### src/rtl/ppsg_pkg.sv
// Package with constants for the logic-array power and select gating block.
package ppsg_pkg;
    // Bit positions in power_mgmt_reg0.
    localparam int unsigned PMR0_SPEED_BIT    = 3;
    localparam int unsigned PMR0_CLK_BUS_BIT  = 4;
    localparam int unsigned PMR0_CLK_OMC_BIT  = 5;
    // Bit positions in power_mgmt_reg2.
    localparam int unsigned PMR2_RD_BIT       = 2;
    localparam int unsigned PMR2_WR_BIT       = 3;
    localparam int unsigned PMR2_PSEN_BIT     = 4;
    localparam int unsigned PMR2_ALE_BIT      = 5;
    localparam int unsigned PMR2_PC7_BIT      = 6;
    // Register reset values.
    localparam logic [7:0]  PMR0_RESET        = 8'h00;
    localparam logic [7:0]  PMR2_RESET        = 8'h00;
    // Quiet times before standby, in nanoseconds.
    localparam int unsigned QUIET_5V_NS       = 65;
    localparam int unsigned QUIET_3V3_NS      = 100;
    localparam int unsigned CLK_PERIOD_NS     = 50;
    // Least times round up to whole cycles.
    localparam int unsigned QUIET_5V_CYC =
        (QUIET_5V_NS + CLK_PERIOD_NS - 1) / CLK_PERIOD_NS;
    localparam int unsigned QUIET_3V3_CYC =
        (QUIET_3V3_NS + CLK_PERIOD_NS - 1) / CLK_PERIOD_NS;
    localparam int unsigned QCNT_W            = 3;
    localparam int unsigned N_FLASH           = 8;
    localparam int unsigned N_BOOT            = 4;
    localparam int unsigned N_IN              = 6;
    localparam int unsigned PDC_W             = 16;
    typedef enum logic [0:0] {PPSG_ACTIVE, PPSG_STANDBY} ppsg_pwr_t;
endpackage

### src/rtl/ppsg_inbus_if.sv
// Interface carrying the gated logic-array input bus between modules.
`timescale 1ns/10ps
`default_nettype none
interface ppsg_inbus_if;
    logic [ppsg_pkg::N_IN-1:0] bus;
    logic                      fast;
    logic                      sel_3v3;
    logic                      standby;
    logic                      wake;
    modport src (output bus, output fast, output sel_3v3,
                 input standby, input wake);
    modport mon (input bus, input fast, input sel_3v3,
                 output standby, output wake);
endinterface
`default_nettype wire

### src/rtl/ppsg_standby.sv
// Standby tracker: watches input-bus transitions and quiet time.
`timescale 1ns/10ps
`default_nettype none
module ppsg_standby (
    input  wire logic   clk_i,
    input  wire logic   arst_n_i,
    ppsg_inbus_if.mon   ib
);
    logic [ppsg_pkg::N_IN-1:0]   prev_r;
    logic [ppsg_pkg::QCNT_W-1:0] quiet_r;
    logic [ppsg_pkg::QCNT_W-1:0] limit;
    logic                        edge_seen;
    ppsg_pkg::ppsg_pwr_t         state_r;
    ppsg_pkg::ppsg_pwr_t         state_nxt;

    assign edge_seen = |(prev_r ^ ib.bus);
    assign limit = ib.sel_3v3 ? ppsg_pkg::QCNT_W'(ppsg_pkg::QUIET_3V3_CYC)
                              : ppsg_pkg::QCNT_W'(ppsg_pkg::QUIET_5V_CYC);

    always_ff @(posedge clk_i or negedge arst_n_i) begin
        if (!arst_n_i) begin
            prev_r <= '0;
        end else begin
            prev_r <= ib.bus;
        end
    end

    always_ff @(posedge clk_i or negedge arst_n_i) begin
        if (!arst_n_i) begin
            quiet_r <= '0;
        end else if (edge_seen || ib.fast) begin
            quiet_r <= '0;
        end else if (quiet_r != limit) begin
            quiet_r <= quiet_r + 3'h1;
        end
    end

    always_comb begin
        state_nxt = state_r;
        unique case (state_r)
            ppsg_pkg::PPSG_ACTIVE: begin
                if (!ib.fast && !edge_seen && quiet_r == limit - 3'h1) begin
                    state_nxt = ppsg_pkg::PPSG_STANDBY;
                end
            end
            ppsg_pkg::PPSG_STANDBY: begin
                // Any edge on an unblocked input wakes the arrays.
                if (ib.fast || edge_seen) begin
                    state_nxt = ppsg_pkg::PPSG_ACTIVE;
                end
            end
        endcase
    end

    always_ff @(posedge clk_i or negedge arst_n_i) begin
        if (!arst_n_i) begin
            state_r <= ppsg_pkg::PPSG_ACTIVE;
        end else begin
            state_r <= state_nxt;
        end
    end

    assign ib.standby = (state_r == ppsg_pkg::PPSG_STANDBY);
    assign ib.wake    = (state_r == ppsg_pkg::PPSG_STANDBY) && edge_seen;
endmodule // ppsg_standby
`default_nettype wire

### src/rtl/ppsg_top.sv
// Power and select gating around the programmable logic arrays.
`timescale 1ns/10ps
`default_nettype none
module ppsg_top (
    input  wire logic                       CLK_I,
    input  wire logic                       ARST_N_I,
    input  wire logic                       CSI_EN_I,
    input  wire logic                       PORT_D_PIN2_I,
    input  wire logic                       SEL_3V3_I,
    input  wire logic                       REG0_WE_I,
    input  wire logic                       REG2_WE_I,
    input  wire logic [7:0]                 REG_WDATA_I,
    input  wire logic [ppsg_pkg::N_FLASH-1:0] FLASH_DEC_I,
    input  wire logic [ppsg_pkg::N_BOOT-1:0]  BOOT_DEC_I,
    input  wire logic                       SRAM_DEC_I,
    input  wire logic                       CTRL_DEC_I,
    input  wire logic                       RD_N_I,
    input  wire logic                       WR_N_I,
    input  wire logic                       PSEN_N_I,
    input  wire logic                       ALE_I,
    input  wire logic                       PORT_C_PIN7_I,
    input  wire logic                       PORT_D_PIN1_I,
    input  wire logic                       CLK_IN_EN_I,
    input  wire logic                       LOGIC_OUT_I,
    output logic [ppsg_pkg::N_FLASH-1:0]    MAIN_FLASH_SECTOR_SEL_O,
    output logic [ppsg_pkg::N_BOOT-1:0]     BOOT_FLASH_SECTOR_SEL_O,
    output logic                            SRAM_SEL_O,
    output logic                            CTRL_SEL_O,
    output logic                            MEM_RD_N_O,
    output logic                            MEM_WR_N_O,
    output logic                            MEM_PSEN_N_O,
    output logic                            MEM_ALE_O,
    output logic [ppsg_pkg::N_IN-1:0]       ARRAY_IN_BUS_O,
    output logic                            LOGIC_OUT_O,
    output logic                            OMC_CLK_EN_O,
    output logic                            APD_TICK_O,
    output logic [7:0]                      POWER_MGMT_REG0_O,
    output logic [7:0]                      POWER_MGMT_REG2_O,
    output logic                            STANDBY_O,
    output logic                            FAST_MODE_O
);
    // Two-flop synchronisers for the pin inputs.
    localparam int unsigned NPIN = 8;
    // Synchronisers come out of reset at each pin's idle level, so the
    // strobes and the clock edge detector see no false edge; ARRAY_IN_BUS_O and the standby prev_r reset to 0, so bits 0-2 change once.
    localparam logic [NPIN-1:0] PIN_IDLE = 8'hf0;
    logic [NPIN-1:0] pin_raw;
    logic [NPIN-1:0] pin_s1_r;
    logic [NPIN-1:0] pin_s2_r;
    logic [7:0]      pmr0_r;
    logic [7:0]      pmr2_r;
    logic            cs_ok;
    logic            ck_prev_r;
    logic            ck_rise;
    logic            logic_out_r;
    logic [ppsg_pkg::N_IN-1:0] in_bus;
    ppsg_inbus_if    ib ();

    assign pin_raw = {PORT_D_PIN2_I, RD_N_I, WR_N_I, PSEN_N_I,
                      ALE_I, PORT_C_PIN7_I, PORT_D_PIN1_I, LOGIC_OUT_I};

    always_ff @(posedge CLK_I or negedge ARST_N_I) begin
        if (!ARST_N_I) begin
            pin_s1_r <= PIN_IDLE;
            pin_s2_r <= PIN_IDLE;
        end else begin
            pin_s1_r <= pin_raw;
            pin_s2_r <= pin_s1_r;
        end
    end

    logic cs_n_s;
    logic rd_n_s;
    logic wr_n_s;
    logic psen_n_s;
    logic ale_s;
    logic pc7_s;
    logic ck_s;
    logic lout_s;
    assign {cs_n_s, rd_n_s, wr_n_s, psen_n_s,
            ale_s, pc7_s, ck_s, lout_s} = pin_s2_r;

    // Power management registers; bit 3 of reg0 clears to fast mode.
    always_ff @(posedge CLK_I or negedge ARST_N_I) begin
        if (!ARST_N_I) begin
            pmr0_r <= ppsg_pkg::PMR0_RESET;
        end else if (REG0_WE_I) begin
            pmr0_r <= REG_WDATA_I;
        end
    end

    always_ff @(posedge CLK_I or negedge ARST_N_I) begin
        if (!ARST_N_I) begin
            pmr2_r <= ppsg_pkg::PMR2_RESET;
        end else if (REG2_WE_I) begin
            pmr2_r <= REG_WDATA_I;
        end
    end

    // Without the configured select the memories are always enabled.
    assign cs_ok = !CSI_EN_I || !cs_n_s;

    always_ff @(posedge CLK_I or negedge ARST_N_I) begin
        if (!ARST_N_I) begin
            MAIN_FLASH_SECTOR_SEL_O <= '0;
            BOOT_FLASH_SECTOR_SEL_O <= '0;
            SRAM_SEL_O              <= 1'b0;
            CTRL_SEL_O              <= 1'b0;
        end else begin
            // With CSI_EN_I set, select high forces every gated select off.
            MAIN_FLASH_SECTOR_SEL_O <=
                FLASH_DEC_I & {ppsg_pkg::N_FLASH{cs_ok}};
            BOOT_FLASH_SECTOR_SEL_O <=
                BOOT_DEC_I & {ppsg_pkg::N_BOOT{cs_ok}};
            SRAM_SEL_O              <= SRAM_DEC_I & cs_ok;
            CTRL_SEL_O              <= CTRL_DEC_I & cs_ok;
        end
    end

    // Strobes go to the memories regardless of blocking bits.
    always_ff @(posedge CLK_I or negedge ARST_N_I) begin
        if (!ARST_N_I) begin
            MEM_RD_N_O   <= 1'b1;
            MEM_WR_N_O   <= 1'b1;
            MEM_PSEN_N_O <= 1'b1;
            MEM_ALE_O    <= 1'b0;
        end else begin
            MEM_RD_N_O   <= rd_n_s;
            MEM_WR_N_O   <= wr_n_s;
            MEM_PSEN_N_O <= psen_n_s;
            MEM_ALE_O    <= ale_s;
        end
    end

    // Blocked inputs are held at their idle level so they make no edges.
    always_comb begin
        in_bus    = '0;
        in_bus[0] = pmr2_r[ppsg_pkg::PMR2_RD_BIT]   ? 1'b1 : rd_n_s;
        in_bus[1] = pmr2_r[ppsg_pkg::PMR2_WR_BIT]   ? 1'b1 : wr_n_s;
        in_bus[2] = pmr2_r[ppsg_pkg::PMR2_PSEN_BIT] ? 1'b1 : psen_n_s;
        in_bus[3] = pmr2_r[ppsg_pkg::PMR2_ALE_BIT]  ? 1'b0 : ale_s;
        in_bus[4] = pmr2_r[ppsg_pkg::PMR2_PC7_BIT]  ? 1'b0 : pc7_s;
        in_bus[5] = (!CLK_IN_EN_I || pmr0_r[ppsg_pkg::PMR0_CLK_BUS_BIT])
                    ? 1'b0 : ck_s;
    end

    assign ib.bus     = in_bus;
    assign ib.fast    = !pmr0_r[ppsg_pkg::PMR0_SPEED_BIT];
    assign ib.sel_3v3 = SEL_3V3_I;

    ppsg_standby u_standby (
        .clk_i    (CLK_I),
        .arst_n_i (ARST_N_I),
        .ib       (ib)
    );

    always_ff @(posedge CLK_I or negedge ARST_N_I) begin
        if (!ARST_N_I) begin
            ARRAY_IN_BUS_O <= '0;
            STANDBY_O      <= 1'b0;
            FAST_MODE_O    <= 1'b1;
        end else begin
            ARRAY_IN_BUS_O <= in_bus;
            STANDBY_O      <= ib.standby;
            FAST_MODE_O    <= ib.fast;
        end
    end

    // Logic output is latched in standby; chip select never touches it.
    always_ff @(posedge CLK_I or negedge ARST_N_I) begin
        if (!ARST_N_I) begin
            logic_out_r <= 1'b0;
        end else if (!ib.standby || ib.wake) begin
            logic_out_r <= lout_s;
        end
    end

    assign LOGIC_OUT_O = logic_out_r;

    // Common clock edge detection for macrocells and counter tick.
    always_ff @(posedge CLK_I or negedge ARST_N_I) begin
        if (!ARST_N_I) begin
            ck_prev_r <= 1'b0;
        end else begin
            ck_prev_r <= ck_s;
        end
    end

    assign ck_rise = CLK_IN_EN_I && ck_s && !ck_prev_r;

    always_ff @(posedge CLK_I or negedge ARST_N_I) begin
        if (!ARST_N_I) begin
            OMC_CLK_EN_O <= 1'b0;
            APD_TICK_O   <= 1'b0;
        end else begin
            OMC_CLK_EN_O <= ck_rise
                && !pmr0_r[ppsg_pkg::PMR0_CLK_OMC_BIT];
            APD_TICK_O   <= ck_rise;
        end
    end

    always_ff @(posedge CLK_I or negedge ARST_N_I) begin
        if (!ARST_N_I) begin
            POWER_MGMT_REG0_O <= ppsg_pkg::PMR0_RESET;
            POWER_MGMT_REG2_O <= ppsg_pkg::PMR2_RESET;
        end else begin
            POWER_MGMT_REG0_O <= pmr0_r;
            POWER_MGMT_REG2_O <= pmr2_r;
        end
    end
endmodule // ppsg_top
`default_nettype wire

### config.mk
export PLATFORM = sky130hd
export DESIGN_NAME = ppsg_top
export DESIGN_NICKNAME = d
export VERILOG_FILES = /design/src/rtl/ppsg_pkg.sv /design/src/rtl/ppsg_inbus_if.sv /design/src/rtl/ppsg_standby.sv /design/src/rtl/ppsg_top.sv
export SDC_FILE = /design/constraint.sdc
export NUM_CORES = 1
export LEC_CHECK = 0
export BUFFER_PORTS_ARGS = -buffer_cell sky130_fd_sc_hd__buf_2
export CELL_PAD_IN_SITES_DETAIL_PLACEMENT = 2
export CELL_PAD_IN_SITES_GLOBAL_PLACEMENT = 2
export CORE_UTILIZATION = 31
export DETAILED_ROUTE_END_ITERATION = 8
export PLACE_DENSITY_LB_ADDON = 0.1
export RECOVER_POWER = 50
export SYNTH_ARGS = -nofsm -noshare
export SYNTH_HDL_FRONTEND = slang
export SYNTH_SLANG_ARGS = --single-unit
### constraint.sdc
create_clock -name CLK_I -period 1.53 [get_ports CLK_I]
set_clock_uncertainty 0.2 [all_clocks]
set_input_delay 0.153 -clock CLK_I [delete_from_list [all_inputs] [get_ports CLK_I]]
set_output_delay 0.153 -clock CLK_I [all_outputs]
set_load 0.1 [all_outputs]
# Word-level counts from Yosys, hierarchy flattened
# Cells that the tools add are included.
[totals]
reg_bits = 82
latchBits = 0
ramBits = 0
romBits = 0
in_bits = 37
out_inout_bits = 45
word_cells = 63
n_memories = 0
[op_classes]
n_addsub = 1
n_mul = 0
div = 0
order_cmp = 0
n_eq_ne = 2
shift = 0
n_mux = 11
bitwise = 6
n_reduce_logical = 20
[op_table]
columns = ["op", "count"]
rows = [
  ["$and 8x8->8", 1],
  ["$logic_not 1->1", 8],
  ["$mux 1", 8],
  ["$logic_and 1x1->1", 6],
  ["$mux 3", 2],
  ["$reduce_or 6->1", 1],
  ["$xor 6x6->6", 1],
  ["$and 4x4->4", 1],
  ["$logic_or 1x1->1", 4],
  ["$add 3x1->3 const B", 1],
  ["$eq 3x1->1 const B", 1],
  ["$ne 3x2->1 const B", 1],
  ["$and 1x1->1", 2],
  ["$pmux 1 s2", 1],
  ["$reduce_bool 2->1", 1],
  ["$not 1->1", 1],
]

# Logic depth before layout (Yosys ltp)
[depth]
word_depth = 10
depth_mapped = 6
depth_no_buf = 6

# Modules after synthesis
# Synthesis repeated with hierarchy kept, for this count alone.
[unflattened]
cells_unflattened = 164
area_unflattened_um2 = 2871.5
[by_module_without_submodules]
columns = ["mod", "n_inst", "cells_each", "area_each_um2", "seq_area_each_um2"]
rows = [
  ["ppsg_top", 1, 125, 2392.3, 1966.9],
  ["ppsg_standby", 1, 39, 479.2, 250.2],
]

# Least setup slack after synthesis
# Ideal clock, no wire load.
[synth_timing]
kind = "reg2reg"
from = "register u_standby.prev_r[2] (netlist bit)"
to = "register logic_out_r (netlist: LOGIC_OUT_O)"
setup_ns = 0.128
t_arrival_ns = 1.738
required_ns = 1.202
path_slack_ns = -0.537
path_stages_with_launch = 5
n_path_buf = 0
synth_period_minus_slack_ns = 2.067
path_cell_list = "dfrtp_1 -> xnor2_2 -> nand4_2 -> nor2_1 -> mux2_1"
[synth_between]
elab_chain_cells = 4
[synth_rtl]
columns = ["item", "line_no", "text"]
rows = [
  ["from (decl)", "ppsg_standby.sv:9", "logic [ppsg_pkg::N_IN-1:0] prev_r;"],
  ["from (signal assigned)", "ppsg_standby.sv:24", "prev_r <= ib.bus;"],
  ["$xor 6x6->6", "ppsg_standby.sv:16", "assign edge_seen = |(prev_r ^ ib.bus);"],
  ["$reduce_or 6->1", "ppsg_standby.sv:16", ""],
  ["$logic_and 1x1->1", "ppsg_standby.sv:64", "assign ib.wake = (state_r == ppsg_pkg::PPSG_STANDBY) && edge_seen;"],
  ["$logic_or 1x1->1", "ppsg_top.sv:173", "end else if (!ib.standby || ib.wake) begin"],
  ["to (signal assigned)", "ppsg_top.sv:174", "logic_out_r <= lout_s;"],
  ["to (decl)", "ppsg_top.sv:55", "logic logic_out_r;"],
]
# No other way between the ends.
# A chain may end at the register's enable or synchronous reset.

# Worst setup path in the final report
[layout_timing]
from = "register pmr2_r[2]"
to = "register logic_out_r (netlist: LOGIC_OUT_O)"
[layout_between]
elab_chain_cells = 5
[layout_rtl]
columns = ["item", "line_no", "text"]
rows = [
  ["from (decl)", "ppsg_top.sv:51", "logic [7:0] pmr2_r;"],
  ["from (signal assigned)", "ppsg_top.sv:94", "pmr2_r <= ppsg_pkg::PMR2_RESET;"],
  ["$mux 1", "ppsg_top.sv:138", "in_bus[0] = pmr2_r[ppsg_pkg::PMR2_RD_BIT] ? 1'b1 : rd_n_s;"],
  ["named net ib.bus, one bit", "ppsg_inbus_if.sv:5", "logic [ppsg_pkg::N_IN-1:0] bus;"],
  ["$xor 6x6->6", "ppsg_standby.sv:16", ""],
  ["$reduce_or 6->1", "ppsg_standby.sv:16", ""],
  ["$logic_and 1x1->1", "ppsg_standby.sv:64", ""],
  ["$logic_or 1x1->1", "ppsg_top.sv:173", ""],
]
# The timed path passes the listed nets, and every way through them passes these cells.

==> results.md <==
- Mapped Avg Cell Area: 16.8 um^2
- Critical path startpoint: pmr2_r[2]$_DFFE_PN0P_
- Largest stage delay on the critical path: 0.40 ns
- Via count: 1,702
- Antenna Violating Nets Remaining: 0
- Clock buffer depth: 2
- Lkg Pwr: 1.86 nW
- Multi-input logic area: 588 um^2
- Die width: 94.2 um
- Reg area: 2090 um^2
- CP Max Fanout: 2
- Total die area: 8870 um^2
- Crit. End Element: flop
- Area delta synth->final: 50.3%
- Drt total wl: 6.19 mm
- Core footprint: 8220 um^2
- Clk Latency, worst-skew pair: 0.36 ns
- FP Rows: 33
- Vias/cell: 4.22
- Starting Density: 0.321
- Tcrit/Tclk final: 1.10
- # nets final: 333
- Largest area contributor in the synthesized netlist: dfrtp_1
- Hold Violations, Final: 0
- First-pass GRT wire length: 10.2 mm
- Hold path depth: 2
- CTS tree: done
- Warnings from Yosys: 0
- Number of global-route vias before repair: 1,978
- Asr flop ratio synth: 1.00
- Clock Sink Count: 82
- Antenna violations before repair: 0
- Yosys top cell area share: 0.665
- Worst Hold Launch: REG2_WE_I
- VDD IR-drop max: 0.540 mV
- GP Congestion: 0.655
- CTS H-tree lvls: 3
- Flops & latches, synth: 82
- Slowest CP cell: dfrtp_1
- CP Cell Sequence: or2_4, xnor2_2, nand4_2, nor2_2, mux2_4
- Gr ovfl total: 0
- GRT Total Usage: 0.163
- Setup-failing EPs final: 5
- Util after Layout: 0.482
- Startpoint Class: flop
- R2R depth: 5
- Synth cell types: 23
- Worst setup margin: -0.154 ns
- Total CTS buffers: 9
- Drt first pass iters: 3
- Fillers: 844
- Min cycle time layout: 1.68 ns
- Failing checks: negative setup slack
- Unrepaired setup endpoints after global routing: yes
- RR Endpoint: LOGIC_OUT_O$_DFFE_PN0P_
- Mapped Nets: 197
- R2r setup slk: -0.15 ns
- Critical Path RT: 1.57 ns
- Max_cap viols: 0
- Dpl hpwl: 3.86 mm
- PD cells: 1270 nW/um^2
- I/O pins: 82
- N_diodes: 0
- Largest net degree at the start of global routing: 41
- CP Data Arrival Time: 1.73 ns
- Setup Crit Path Kind: reg2reg
- Overall Power: 0.00504 W
- Actual slew at the worst max-slew pin: 0.667 ns
- Setup WS pre-CTS: -0.213 ns
- Primary FF master, synth: dfrtp_1
- Peak Freq: 594 MHz
- Die height: 94.2 um
- Reg2Reg Launch Point: pmr2_r[2]$_DFFE_PN0P_
- Top cells by area, synth: dfrtp_1 (66%), dfstp_2 (12%), mux2_2 (6.4%), and2_1 (3.3%), xnor2_2 (1.9%)
- Port Buffers: 80
- DR WL/cell: 15.4 um
- Outcome: complete, but fails checks
- Synthesized area: 2640 um^2
- Register area share after synthesis: 0.784
- Reg clk slew, reported paths: 0.09 ns
- Post-synthesis cell count: 157
- Max-slew violations: 0
- Proportion of layout cells with a drive suffix above 1: 0.523
- WHS Endpoint: pmr2_r[2]$_DFFE_PN0P_
- Number of remaining DRC errors: 0
- Hold WC Path Type: in2reg
- Starting DRT DRC Count: 42
- Slew margin rel.: 0.555
- Post-synth EDFFs: 0
- Root buffer cell: clkbuf_8
through the flow:
step | hold WS (ns) | instance area (um^2) | cells | TNS, ns
after detailed placement | -0.157 | 3360 | 351 | -0.503
after CTS | 0.0479 | 3960 | 404 | -2.22
final | 0.0608 | 3960 | 403 | -0.437
after floorplan | -0.343 | 2660 | 157 | -0.166
after global routing | 0.0596 | 3960 | 403 | -0.906
after global placement | -0.155 | 3360 | 351 | -0.193
worst max-delay path, delay by kind of cell, from the launching register on:
family | cells | cell delay, ns
XOR/XNOR | 1 | 0.17
flip-flops | 1 | 0.40
multiplexers | 1 | 0.30
AND/OR/NAND/NOR | 3 | 0.50
cell type report:
class | count | share of cell area
Sequential cell | 82 | 0.527
Tap cell | 105 | 0.0332
Clock inverter | 7 | 0.0155
Inverter | 6 | 0.00569
Timing Repair Buffer | 128 | 0.239
Multi-Input combinational cell | 66 | 0.148
Clock buffer | 9 | 0.0313
what timing repair did:
| item | CTS | global route |
|---|---|---|
| resized for setup | 13 | 12 |
| pin swaps | 8 | 5 |
| buffers inserted | 2 | 0 |
| endpoints found under the setup margin | 12 | 23 |
| endpoints found under the hold margin | 123 | 0 |
| hold buffers | 35 | 0 |
sequential cells by signal, indices dropped and copies added (netlist names), 3 cells and up:
| signal | cells |
|---|---|
| MAIN_FLASH_SECTOR_SEL_O | 8 |
| POWER_MGMT_REG0_O | 8 |
| POWER_MGMT_REG2_O | 8 |
| pin_s1_r | 8 |
| pin_s2_r | 8 |
| pmr0_r | 8 |
| pmr2_r | 8 |
| u_standby.prev_r | 6 |
| BOOT_FLASH_SECTOR_SEL_O | 4 |
| u_standby.quiet_r | 3 |
worst max-delay path by stage:
| stage | to | cells after the start |
|---|---|---|
| 3_5_place_dp | LOGIC_OUT_O$_DFFE_PN0P_ | 5 |
| 4_1_cts | LOGIC_OUT_O$_DFFE_PN0P_ | 5 |
| 5_1_grt | LOGIC_OUT_O$_DFFE_PN0P_ | 5 |
| 2_1_floorplan | LOGIC_OUT_O$_DFFE_PN0P_ | 4 |
| 3_3_place_gp | LOGIC_OUT_O$_DFFE_PN0P_ | 5 |
| 6_report | LOGIC_OUT_O$_DFFE_PN0P_ | 5 |
Yosys cell counts, types with 3 or more instances:
cell      number
dfrtp_1       70
mux2_2        15
and2_1        14
dfstp_2       12
inv_1          6
nor3_1         6
nand2_1        5
clkbuf_1       3
ha_1           3
xnor2_1        3
xnor2_2        3
layout by cell type (no fill, tap or decap), types with 2 or more instances in the layout:
cell / n
buf_2: 66
dfrtp_1: 64
dlygate4sd3_1: 34
mux2_2: 15
and2_1: 14
dfstp_2: 12
buf_4: 10
clkbuf_8: 9
clkbuf_4: 7
inv_1: 6
nand2_1: 5
buf_12: 5
dfrtp_4: 5
xnor2_2: 4
or2_4: 3
ha_1: 3
nor3_1: 2
xnor2_1: 2
a21oi_1: 2
nor3_4: 2
o21ai_0: 2
nor3_2: 2
inv_6: 2
clkinv_4: 2
clkinvlp_4: 2
clkbuf_1: 2
buf_6: 2
layer usage:
layer,track usage,vias up,part of all wire
li1,-,777,-
met2,0.284,42,0.55
met4,0.0731,0,0.016
met5,0,-,0
met1,0.183,873,0.39
met3,0.0469,10,0.043
report_power, final:
part | internal (W) | total (W) | switching, W
Sequential | 0.00234 | 0.00241 | 0.0000722
Clock | 0.000617 | 0.00145 | 0.000836
Combinational | 0.000310 | 0.00118 | 0.000869
Total | 0.00327 | 0.00504 | 0.00178
kinds of logic (layout without fill, tap and decap cells):
kind of cell / Yosys count / in the layout / share of synthesized area
buffers and inverters: 9 / 150 / 0.0128
adders and majority gates: 3 / 3 / 0.0142
AOI/OAI and AO/OA: 4 / 4 / 0.00760
xor gates and xnor gates: 7 / 7 / 0.0318
and+or+nand+nor: 36 / 36 / 0.0807
muxes: 16 / 16 / 0.0684
DFF: 82 / 82 / 0.784
(Power assumes the default switching activity.)
